### src/shared_pin_io_regs.svh
`ifndef SHARED_PIN_IO_REGS_SVH
`define SHARED_PIN_IO_REGS_SVH

// ****************************************************************
// Register byte offsets on the APB slave.
// ****************************************************************
`define REG_DIRECTION 8'h00
`define REG_LATCH 8'h04
`define REG_LEVEL 8'h08
`define REG_OPEN_DRAIN 8'h0c
`define REG_CN_ENABLE 8'h10
`define REG_CN_PULLUP 8'h14
`define REG_ANALOG 8'h18
`define REG_REMAP 8'h1c
`define REG_CN_STATUS 8'h20

// ****************************************************************
// Reset values and fixed masks.
// ****************************************************************
`define IMPL_MASK 16'h7fff
`define DIRECTION_RESET 16'hffff
`define ZERO_VEC 16'h0000
`define ZERO_WORD 32'h0000_0000
`define PORT_HI 16
`define CN_FLAG_BIT 0

`endif

### src/shared_pin_io_pkg.sv
package shared_pin_io_pkg;

  // One bit per port pin.
  typedef logic [15:0] port_vec_t;

  // APB data word.
  typedef logic [31:0] apb_word_t;

endpackage

### src/shared_pin_io_port.sv
`timescale 1ns/1ns
`include "shared_pin_io_regs.svh"

// Function
// An actively driving enabled peripheral turns off the port driver; pin stays readable.
// An enabled but idle peripheral lets the port bit drive the pin.
// The port's own output never feeds the input of a sharing peripheral.
// Direction bit 1 makes an input with driver off, 0 an output.
// Reset sets every direction bit so all pins come up as inputs.
// Latch register reads back stored latch; writes update the latch.
// Level register reads pin levels; writes update the output latch.
// Unimplemented bits are disabled; latch, direction and level read zero.
// Open-drain select bit makes the pin drive low only, release high.
// Level reads return zero for every pin set as analog input.
// Software sets direction to input on analog pins.
// Software waits one instruction between port write and port read.
// Any enabled change-notify input changing state raises an interrupt request.
// Change detection still works in Sleep with clocks stopped, to wake.
// Each change-notify pin has a pull-up enable switching on a weak pull-up.
// Software turns off pull-ups on pins used as digital outputs.
// A pin shared only with input functions acts as a dedicated port.
// Remappable peripherals reach no pin until software assigns one.
// A fixed peripheral always appears on its default pin when active; the code gives that pin to an active remapped peripheral instead.
// Pin levels are synchronised before port reads and change detection.
// Change compares with prior sample; request holds until software clears.
module shared_pin_io_port (
  input wire logic pclk,
  input wire logic presetn,
  input wire logic psel,
  input wire logic penable,
  input wire logic pwrite,
  input wire logic [7:0] paddr,
  input wire shared_pin_io_pkg::apb_word_t pwdata,
  output logic [31:0] prdata,
  output logic pready,
  output logic pslverr,
  input wire shared_pin_io_pkg::port_vec_t pin_in,
  output shared_pin_io_pkg::port_vec_t pin_out,
  output shared_pin_io_pkg::port_vec_t pin_oe,
  output shared_pin_io_pkg::port_vec_t pullup_en,
  input wire shared_pin_io_pkg::port_vec_t fixed_enable,
  input wire shared_pin_io_pkg::port_vec_t fixed_drive,
  input wire shared_pin_io_pkg::port_vec_t fixed_out,
  input wire shared_pin_io_pkg::port_vec_t remap_drive,
  input wire shared_pin_io_pkg::port_vec_t remap_out,
  output shared_pin_io_pkg::port_vec_t periph_in,
  input wire logic sleep,
  output logic change_irq,
  output logic wake
);

  // ****************************************************************
  // Register state.
  // ****************************************************************
  shared_pin_io_pkg::port_vec_t pin_direction_reg;
  shared_pin_io_pkg::port_vec_t output_latch_reg;
  shared_pin_io_pkg::port_vec_t open_drain_select_reg;
  shared_pin_io_pkg::port_vec_t change_irq_enable;
  shared_pin_io_pkg::port_vec_t change_pullup_enable;
  shared_pin_io_pkg::port_vec_t analog_select;
  shared_pin_io_pkg::port_vec_t remappable_pin;
  shared_pin_io_pkg::port_vec_t next_pin_direction_reg;
  shared_pin_io_pkg::port_vec_t next_output_latch_reg;
  shared_pin_io_pkg::port_vec_t next_open_drain_select_reg;
  shared_pin_io_pkg::port_vec_t next_change_irq_enable;
  shared_pin_io_pkg::port_vec_t next_change_pullup_enable;
  shared_pin_io_pkg::port_vec_t next_analog_select;
  shared_pin_io_pkg::port_vec_t next_remappable_pin;
  logic [31:0] next_prdata;
  logic change_flag;
  logic next_change_flag;

  // ****************************************************************
  // Pin synchronisers and change detection.
  // ****************************************************************
  shared_pin_io_pkg::port_vec_t sync1;
  shared_pin_io_pkg::port_vec_t sync2;
  shared_pin_io_pkg::port_vec_t sync3;
  shared_pin_io_pkg::port_vec_t pin_level_reg;
  shared_pin_io_pkg::port_vec_t next_pin_level_reg;
  shared_pin_io_pkg::port_vec_t changed;

  // ****************************************************************
  // Pin drive.
  // ****************************************************************
  shared_pin_io_pkg::port_vec_t remap_act;
  shared_pin_io_pkg::port_vec_t fixed_act;
  shared_pin_io_pkg::port_vec_t port_owns;
  shared_pin_io_pkg::port_vec_t drive_val;
  shared_pin_io_pkg::port_vec_t drive_en;
  shared_pin_io_pkg::port_vec_t next_pin_out;
  shared_pin_io_pkg::port_vec_t next_pin_oe;

  logic wr_access;
  logic rd_setup;
  logic addr_ok;
  shared_pin_io_pkg::port_vec_t impl_mask;

  // Zero wait states: every access phase completes in its first cycle.
  assign pready = 1'b1;
  // Mask as a vector so each pin slice takes exactly its own bit.
  assign impl_mask = `IMPL_MASK;
  assign wr_access = psel & penable & pwrite;
  assign rd_setup = psel & ~penable & ~pwrite;

  // Decode of the mapped words; anything else answers with an error.
  always_comb begin
    unique case (paddr)
      `REG_DIRECTION, `REG_LATCH, `REG_LEVEL, `REG_OPEN_DRAIN,
      `REG_CN_ENABLE, `REG_CN_PULLUP, `REG_ANALOG, `REG_REMAP,
      `REG_CN_STATUS: addr_ok = 1'b1;
      default: addr_ok = 1'b0;
    endcase
  end

  assign pslverr = psel & penable & ~addr_ok;

  // Next register values; unimplemented bits are forced to zero so they
  // can never be stored, driven or read back.
  always_comb begin
    next_pin_direction_reg = pin_direction_reg;
    next_output_latch_reg = output_latch_reg;
    next_open_drain_select_reg = open_drain_select_reg;
    next_change_irq_enable = change_irq_enable;
    next_change_pullup_enable = change_pullup_enable;
    next_analog_select = analog_select;
    next_remappable_pin = remappable_pin;
    if (wr_access) begin
      unique case (paddr)
        `REG_DIRECTION: next_pin_direction_reg =
          pwdata[`PORT_HI-1:0] & `IMPL_MASK;
        `REG_LATCH, `REG_LEVEL: next_output_latch_reg =
          pwdata[`PORT_HI-1:0] & `IMPL_MASK;
        `REG_OPEN_DRAIN: next_open_drain_select_reg =
          pwdata[`PORT_HI-1:0] & `IMPL_MASK;
        `REG_CN_ENABLE: next_change_irq_enable =
          pwdata[`PORT_HI-1:0] & `IMPL_MASK;
        `REG_CN_PULLUP: next_change_pullup_enable =
          pwdata[`PORT_HI-1:0] & `IMPL_MASK;
        `REG_ANALOG: next_analog_select =
          pwdata[`PORT_HI-1:0] & `IMPL_MASK;
        `REG_REMAP: next_remappable_pin =
          pwdata[`PORT_HI-1:0] & `IMPL_MASK;
        default: ;
      endcase
    end
  end

  // Read data is captured in the setup cycle so it comes from a flop.
  always_comb begin
    next_prdata = prdata;
    if (rd_setup) begin
      next_prdata = `ZERO_WORD;
      unique case (paddr)
        `REG_DIRECTION: next_prdata[`PORT_HI-1:0] = pin_direction_reg;
        `REG_LATCH: next_prdata[`PORT_HI-1:0] = output_latch_reg;
        `REG_LEVEL: next_prdata[`PORT_HI-1:0] =
          pin_level_reg & ~analog_select & `IMPL_MASK;
        `REG_OPEN_DRAIN: next_prdata[`PORT_HI-1:0] = open_drain_select_reg;
        `REG_CN_ENABLE: next_prdata[`PORT_HI-1:0] = change_irq_enable;
        `REG_CN_PULLUP: next_prdata[`PORT_HI-1:0] = change_pullup_enable;
        `REG_ANALOG: next_prdata[`PORT_HI-1:0] = analog_select;
        `REG_REMAP: next_prdata[`PORT_HI-1:0] = remappable_pin;
        `REG_CN_STATUS: next_prdata[`CN_FLAG_BIT] = change_flag;
        default: ;
      endcase
    end
  end

  // A pin counts as changed once the second and third stages agree, which
  // filters a single-cycle metastable settle.
  always_comb begin
    next_pin_level_reg = ((sync2 ~^ sync3) & sync3) |
                         ((sync2 ^ sync3) & pin_level_reg);
    changed = (next_pin_level_reg ^ pin_level_reg) &
              change_irq_enable & `IMPL_MASK;
  end

  // Sticky request, write one to clear; a change in the clearing cycle
  // wins so no event is lost.
  always_comb begin
    next_change_flag = change_flag;
    if (wr_access && paddr == `REG_CN_STATUS && pwdata[`CN_FLAG_BIT]) begin
      next_change_flag = 1'b0;
    end
    if (|changed) begin
      next_change_flag = 1'b1;
    end
  end

  // Per-pin output ownership. A remapped peripheral outranks a fixed one;
  // an idle peripheral hands the pin back to the port. Open-drain pins
  // only ever pull low, so a high is a released driver.
  for (genvar i = 0; i < `PORT_HI; i++) begin : g_pin
    assign remap_act[i] = remappable_pin[i] & remap_drive[i];
    assign fixed_act[i] = fixed_enable[i] & fixed_drive[i];
    assign port_owns[i] = ~remap_act[i] & ~fixed_act[i];
    assign drive_val[i] = remap_act[i] ? remap_out[i] :
                          fixed_act[i] ? fixed_out[i] : output_latch_reg[i];
    assign drive_en[i] = port_owns[i] ? ~pin_direction_reg[i] : 1'b1;
    assign next_pin_oe[i] = drive_en[i] & impl_mask[i] &
                            ~(open_drain_select_reg[i] & drive_val[i]);
    assign next_pin_out[i] = next_pin_oe[i] & drive_val[i];
    // The peripheral never sees a level that the port itself is driving.
    assign periph_in[i] = pin_level_reg[i] &
                          ~(port_owns[i] & pin_oe[i]);
  end

  // Weak pull-ups are a plain function of their enables.
  assign pullup_en = change_pullup_enable & `IMPL_MASK;
  assign change_irq = change_flag;

  // In Sleep the clock is gone, so the raw pin is compared against the last
  // stable level without any flop in the path.
  assign wake = sleep & |((pin_in ^ pin_level_reg) &
                          change_irq_enable & `IMPL_MASK);

  // ****************************************************************
  // Registers.
  // ****************************************************************
  // All state: pins come up as undriven inputs.
  always_ff @(posedge pclk or negedge presetn) begin
    if (!presetn) begin
      pin_direction_reg <= `DIRECTION_RESET & `IMPL_MASK;
      output_latch_reg <= `ZERO_VEC;
      open_drain_select_reg <= `ZERO_VEC;
      change_irq_enable <= `ZERO_VEC;
      change_pullup_enable <= `ZERO_VEC;
      analog_select <= `ZERO_VEC;
      remappable_pin <= `ZERO_VEC;
      prdata <= `ZERO_WORD;
      change_flag <= 1'b0;
      sync1 <= `ZERO_VEC;
      sync2 <= `ZERO_VEC;
      sync3 <= `ZERO_VEC;
      pin_level_reg <= `ZERO_VEC;
      pin_out <= `ZERO_VEC;
      pin_oe <= `ZERO_VEC;
    end else begin
      pin_direction_reg <= next_pin_direction_reg;
      output_latch_reg <= next_output_latch_reg;
      open_drain_select_reg <= next_open_drain_select_reg;
      change_irq_enable <= next_change_irq_enable;
      change_pullup_enable <= next_change_pullup_enable;
      analog_select <= next_analog_select;
      remappable_pin <= next_remappable_pin;
      prdata <= next_prdata;
      change_flag <= next_change_flag;
      sync1 <= pin_in;
      sync2 <= sync1;
      sync3 <= sync2;
      pin_level_reg <= next_pin_level_reg;
      pin_out <= next_pin_out;
      pin_oe <= next_pin_oe;
    end
  end
endmodule

### config.mk
export PLATFORM = sky130hd
export DESIGN_NAME = shared_pin_io_port
export DESIGN_NICKNAME = d
export VERILOG_FILES = /design/src/shared_pin_io_pkg.sv /design/src/shared_pin_io_port.sv
export VERILOG_INCLUDE_DIRS = /design/src
export SDC_FILE = /design/constraint.sdc
export NUM_CORES = 1
export LEC_CHECK = 0
export ABC_AREA = 1
export ABC_CLOCK_PERIOD_IN_PS = 1700
export BUFFER_PORTS_ARGS = -buffer_cell sky130_fd_sc_hd__buf_4
export CORE_ASPECT_RATIO = 0.8
export CORE_MARGIN = 4
export CORE_UTILIZATION = 54
export DETAILED_ROUTE_END_ITERATION = 6
export GPL_TIMING_DRIVEN = 0
export PLACE_DENSITY_LB_ADDON = 0.08
export RECOVER_POWER = 100
export SYNTH_ARGS = -nofsm -noshare
export SYNTH_HDL_FRONTEND = slang
export SYNTH_SLANG_ARGS = --single-unit
### constraint.sdc
create_clock -name pclk -period 1.7 [get_ports pclk]
set_input_delay 0.17 -clock pclk [delete_from_list [all_inputs] [get_ports pclk]]
set_output_delay 0.17 -clock pclk [all_outputs]
set_load 0.02 [all_outputs]
* After elaboration in Yosys (flattened, before gate mapping) *
Cells that the tools add are included.

storage, ports and cells
  input bits = 142
  output and inout port bits = 100
  bits in registers = 216
  word-level logic and storage cells = 303

operators by class
  eq/ne operators = 8
  multiplexer cells = 50
  reduce and logical (&&, ||, !) cells = 15
  bitwise gates (word level) = 215

operator list
  operator                                        count
  bitwise AND 1 bit                               126
  one-hot mux 14 bit (8 select lines)             1
  inverter 1 bit                                  78
  2-to-1 mux 1 bit                                48
  bitwise AND 15 bit                              3
  bitwise AND 16 bit                              2
  == test 8 x 5 -> 1 bit (second input constant)  4
  OR reduction 15 bit                             2
  bitwise XOR 15 bit                              2
  == test 8 x 4 -> 1 bit (second input constant)  2
  bitwise OR 16 bit                               1
  bitwise XNOR 16 bit                             1
  bitwise XOR 16 bit                              1
  inverter 15 bit                                 1
  AND reduction 2 bit                             7
  one-hot mux 1 bit (9 select lines)              1
  OR reduction 9 bit                              1
  == test 8 x 3 -> 1 bit (second input constant)  1
  == test 8 x 6 -> 1 bit (second input constant)  1
  logical NOT 8 bit                               1
  logical AND 1 bit                               2
  nonzero test 2 bit                              1
  OR reduction 2 bit                              1

* Logic depth before layout (Yosys ltp) *
  depth in word-level cells = 7
  depth in mapped cells = 11
  mapped depth without buffers = 11

* Worst setup path before layout *
Ideal clock, no wire load.

  path type = input -> output
  from = input paddr[0]
  to = output pslverr
  cell stages on the path = 7
  data required time = 1.530 ns
  buffers on the path = 1
  path slack = 0.318 ns
  arrival = 1.212 ns
  cells stage by stage = inv_2 > nand2_4 > nor2_2 > buf_2 > o21ai_0 > nand2_1 > nor3_1

between the ends
  word-level cells in the longest chain between the ends = 5
  elaborated cells on any way between the ends = 13
  those cells by class = eq/ne: 8; mux: 1; bitwise: 2; reduce/logical: 2

RTL lines
  item                                                  RTL line                   RTL
  start, declared                                       shared_pin_io_port.sv:32   input wire logic [7:0] paddr,
  == test 8 x 6 -> 1 bit, or another cell as far along  shared_pin_io_port.sv:108  unique case (paddr)
  OR reduction 9 bit *                                  shared_pin_io_port.sv:108
  2-to-1 mux 1 bit *                                    shared_pin_io_port.sv:108
  inverter 1 bit *                                      shared_pin_io_port.sv:116  assign pslverr = psel & penable & ~addr_ok;
  bitwise AND 1 bit *                                   shared_pin_io_port.sv:116
  end, declared                                         shared_pin_io_port.sv:36   output logic pslverr,

Every way passes the cells marked *; elsewhere a longest branch is shown, timed or not.

* Worst setup path in the final report *
  from = register pin_level_reg[9]
  to = output wake

between the ends
  word-level cells in the longest chain between the ends = 4

RTL lines
  item                    RTL line                   RTL
  start, declared         shared_pin_io_port.sv:79   shared_pin_io_pkg::port_vec_t pin_level_reg;
  start signal, assigned  shared_pin_io_port.sv:236  pin_level_reg <= `ZERO_VEC;
  start signal, assigned  shared_pin_io_port.sv:252  pin_level_reg <= next_pin_level_reg;
  bitwise XOR 15 bit      shared_pin_io_port.sv:215  assign wake = sleep & |((pin_in ^ pin_level_reg) &
  bitwise AND 15 bit      shared_pin_io_port.sv:215
  OR reduction 15 bit     shared_pin_io_port.sv:215
  bitwise AND 1 bit       shared_pin_io_port.sv:215
  end, declared           shared_pin_io_port.sv:49   output logic wake

No other way between the ends.

==> run summary <==
Core area: 0.0183 mm2
Area grow syn2layout: 30.3%
CTS Buf Count: 22
Dpl ws: -0.174 ns
DIE AREA: 0.0211 mm2
Worst setup EP type: primary output
Setup WS post-layout: -0.312 ns
Distinct cells, synth: 28
Min Hold Slack: 0.0115 ns
PortBufs: 198
Failing checks: setup timing
Num rows: 44
Worst-skew pair later-pin latency: 0.50 ns
Switching Power: 2820 uW
Nets: 1693
CP Data Arrival Time: 1.84 ns
Tightest Pin Transition: 0.937 ns
Yosys top cell by area: dfrtp_1
CTS root buf: clkbuf_16
Final setup violation count: 1
Die height: 131 um
Filler cell count: 1495
Bufs on Longest Clock Path: 3
#FFs+latches synth: 215
DRC: 0
IO Pins: 242
Max-slew violation count: 0
Area of the multi-input gates: 0.00396 mm2
Post-synth ARST share: 100%
H-tree depth: 1
Post-synth EDFFs: 0
Avg Inst Size Synth: 8.08 um2
Initial core utilization: 55.6%
Rel. slew slack: 37.6%
Clock transition at path regs: 0.06 ns
Synth Flop Type: dfrtp_1
Synth Instances: 1256
WL/cell: 18.2 um
Vias/cell: 5.38
Metal3 WL: 4070 um
GRT Overall Usage: 30.7%
Register area share after synthesis: 53.2%
Max Cap Viol: 0
Synth area leaders: dfrtp_1 49%, nand2_1 14%, nand3_1 6.2%, inv_1 5.6%, o21ai_0 4.7%
Final TNS setup: -0.312 ns
Top Layer Used: met4
Share of layout cells above drive strength 1: 23.4%
Initial DRC count: 1018
Startpoint Class: flip-flop
Fin cells: 1804
Cell Pwr Density: 877 mW/mm2
Routed Antenna Nets: 0
Pleak: 0.00695 uW
Final Cycle Share: 118%
Sink Count: 215
Synth cell count leaders: 390 x nand2_1, 200 x dfrtp_1, 151 x inv_1
Metal2 WL: 14400 um
Routed met1 length: 12800 um
Outcome: finished with violations
Post-layout min period: 2.01 ns
Register area: 0.00541 mm2
Cell internal pwr: 8790 uW
Total power: 11600 uW
Number of antenna violations at the first check in global routing: 1
Clock Skews: 0.00829 ns
Post-synth top area share: 49.3%
GP Congestion: 0.931
F_max: 497 MHz
Syn Std Cell Area: 0.0102 mm2
DIE WIDTH: 161 um
DP HPWL: 21900 um
RSZ-0062 raised after global routing: true
Synthesis warning total: 0
Clock network power share: 42.6%
# placed instances: 1727
Type of the worst setup path: reg -> out
Sw frac: 24.3%
Hold Path Class: in -> reg
TritonCTS clock tree: done
CP required: 1.53 ns
Vias in the first global route: 9206
Most numerous cell in the Yosys netlist: nand2_1
DR vias: 9713
Maximum VDD drop: 639 uV
First-pass GRT wire length: 50000 um
Total routed wirelength: 32900 um
Sequential share of power: 46.7%
Gr ovfl total: 0
Largest net degree at the start of global routing: 119
Endpoints failing hold: 0
Drt first pass iters: 5
Part of the power in combinational logic: 10.6%
Crit Path Max Fanout: 3
## through the flow
step / area (um2) / util [%]
finish: 13200 / 72.4
detailed placement: 12100 / 66.0
global placement: 12000 / 65.8
global route: 13200 / 72.4
floorplan: 10200 / -
CTS: 13100 / 71.7
## metal layers
| layer | track usage [%] | vias up |
|---|---|---|
| met4 | 13.4 | 0 |
| met5 | 0 | - |
| met2 | 47.3 | 581 |
| met3 | 8.97 | 116 |
| met1 | 41.1 | 4500 |
| li1 | - | 4516 |
## worst paths after layout
path | from | end | slack, ns | cells past startpoint
setup / recovery | pin_level_reg[9]$_DFF_PN0_ | wake | -0.31 | 9
hold / removal | pwdata[4] | analog_select[4]$_DFFE_PN0P_ | 0.01 | 3
setup reg to reg | sync2[14]$_DFF_PN0_ | change_irq$_DFFE_PN0P_ | 0.18 | 10
hold reg to reg | sync1[11]$_DFF_PN0_ | sync2[11]$_DFF_PN0_ | 0.35 | 0
max in group asynchronous | presetn | pin_level_reg[13]$_DFF_PN0_ | 0.35 | 3
min in group asynchronous | presetn | pin_out[14]$_DFF_PN0_ | 0.27 | 2
## power by group through the flow
stage / clock, uW / sequential, uW / combinational [uW]
6_report: 4950 / 5430 / 1240
2_1_floorplan: 0 / 5520 / 507
3_5_place_dp: 0 / 5520 / 1100
3_3_place_gp: 0 / 5510 / 1070
4_1_cts: 5000 / 5420 / 1180
5_1_grt: 5230 / 5440 / 1370
## kinds of logic (layout without fill, tap and decap cells)
group / Yosys count / in the layout / synth area share, %
adder cells (fa/ha/maj): 16 / 16 / 1.97
buffers and inverters: 217 / 492 / 9.52
other: 2 / 22 / 0.0740
AO/OA/AOI/OAI: 200 / 200 / 10.1
AND/OR/NAND/NOR: 606 / 606 / 25.1
flip-flops: 215 / 215 / 53.2
## final cells by class
cell class              instances  area share, %
plain buffers                  60           2.86
flip-flops and latches        215           40.9
clock inverters                 4          0.359
clock buffers                  35           5.30
well taps                     253           2.39
diodes                          1         0.0189
multi-input cells             843           29.9
repair buffers                236           13.8
inverters                     157           4.49
## critical path: stages, from the launching register on
cell and delay [ns]:
dfrtp_1 0.41, inv_2 0.07, nand2_2 0.06, nand3_4 0.09, nand2_4 0.07, nor2_4 0.09, nand4_1 0.15, nor2_2 0.17
nor2_1 0.07, buf_4 0.15
## what timing repair did
item                                    in CTS  in global routing
resized for setup                            7                 33
hold buffers                                22                  0
setup buffers                                6                  9
endpoints found under the setup margin       2                  3
pin swaps                                    5                  7
hold endpoints to repair                   115                  0
## cells in the final DEF (no fill, tap or decap), drive strengths merged, types with 6 or more instances in the layout
cell type / n
o211ai: 7
clkbuf: 55
or2: 7
inv: 157
dfstp: 15
buf: 254
nand2: 397
nor2: 67
dfrtp: 200
dlygate4sd3: 22
conb: 21
o21ai: 179
nand3: 126
a21oi: 10
nand4: 6
ha: 16
Power figures use the tool's default switching activity.
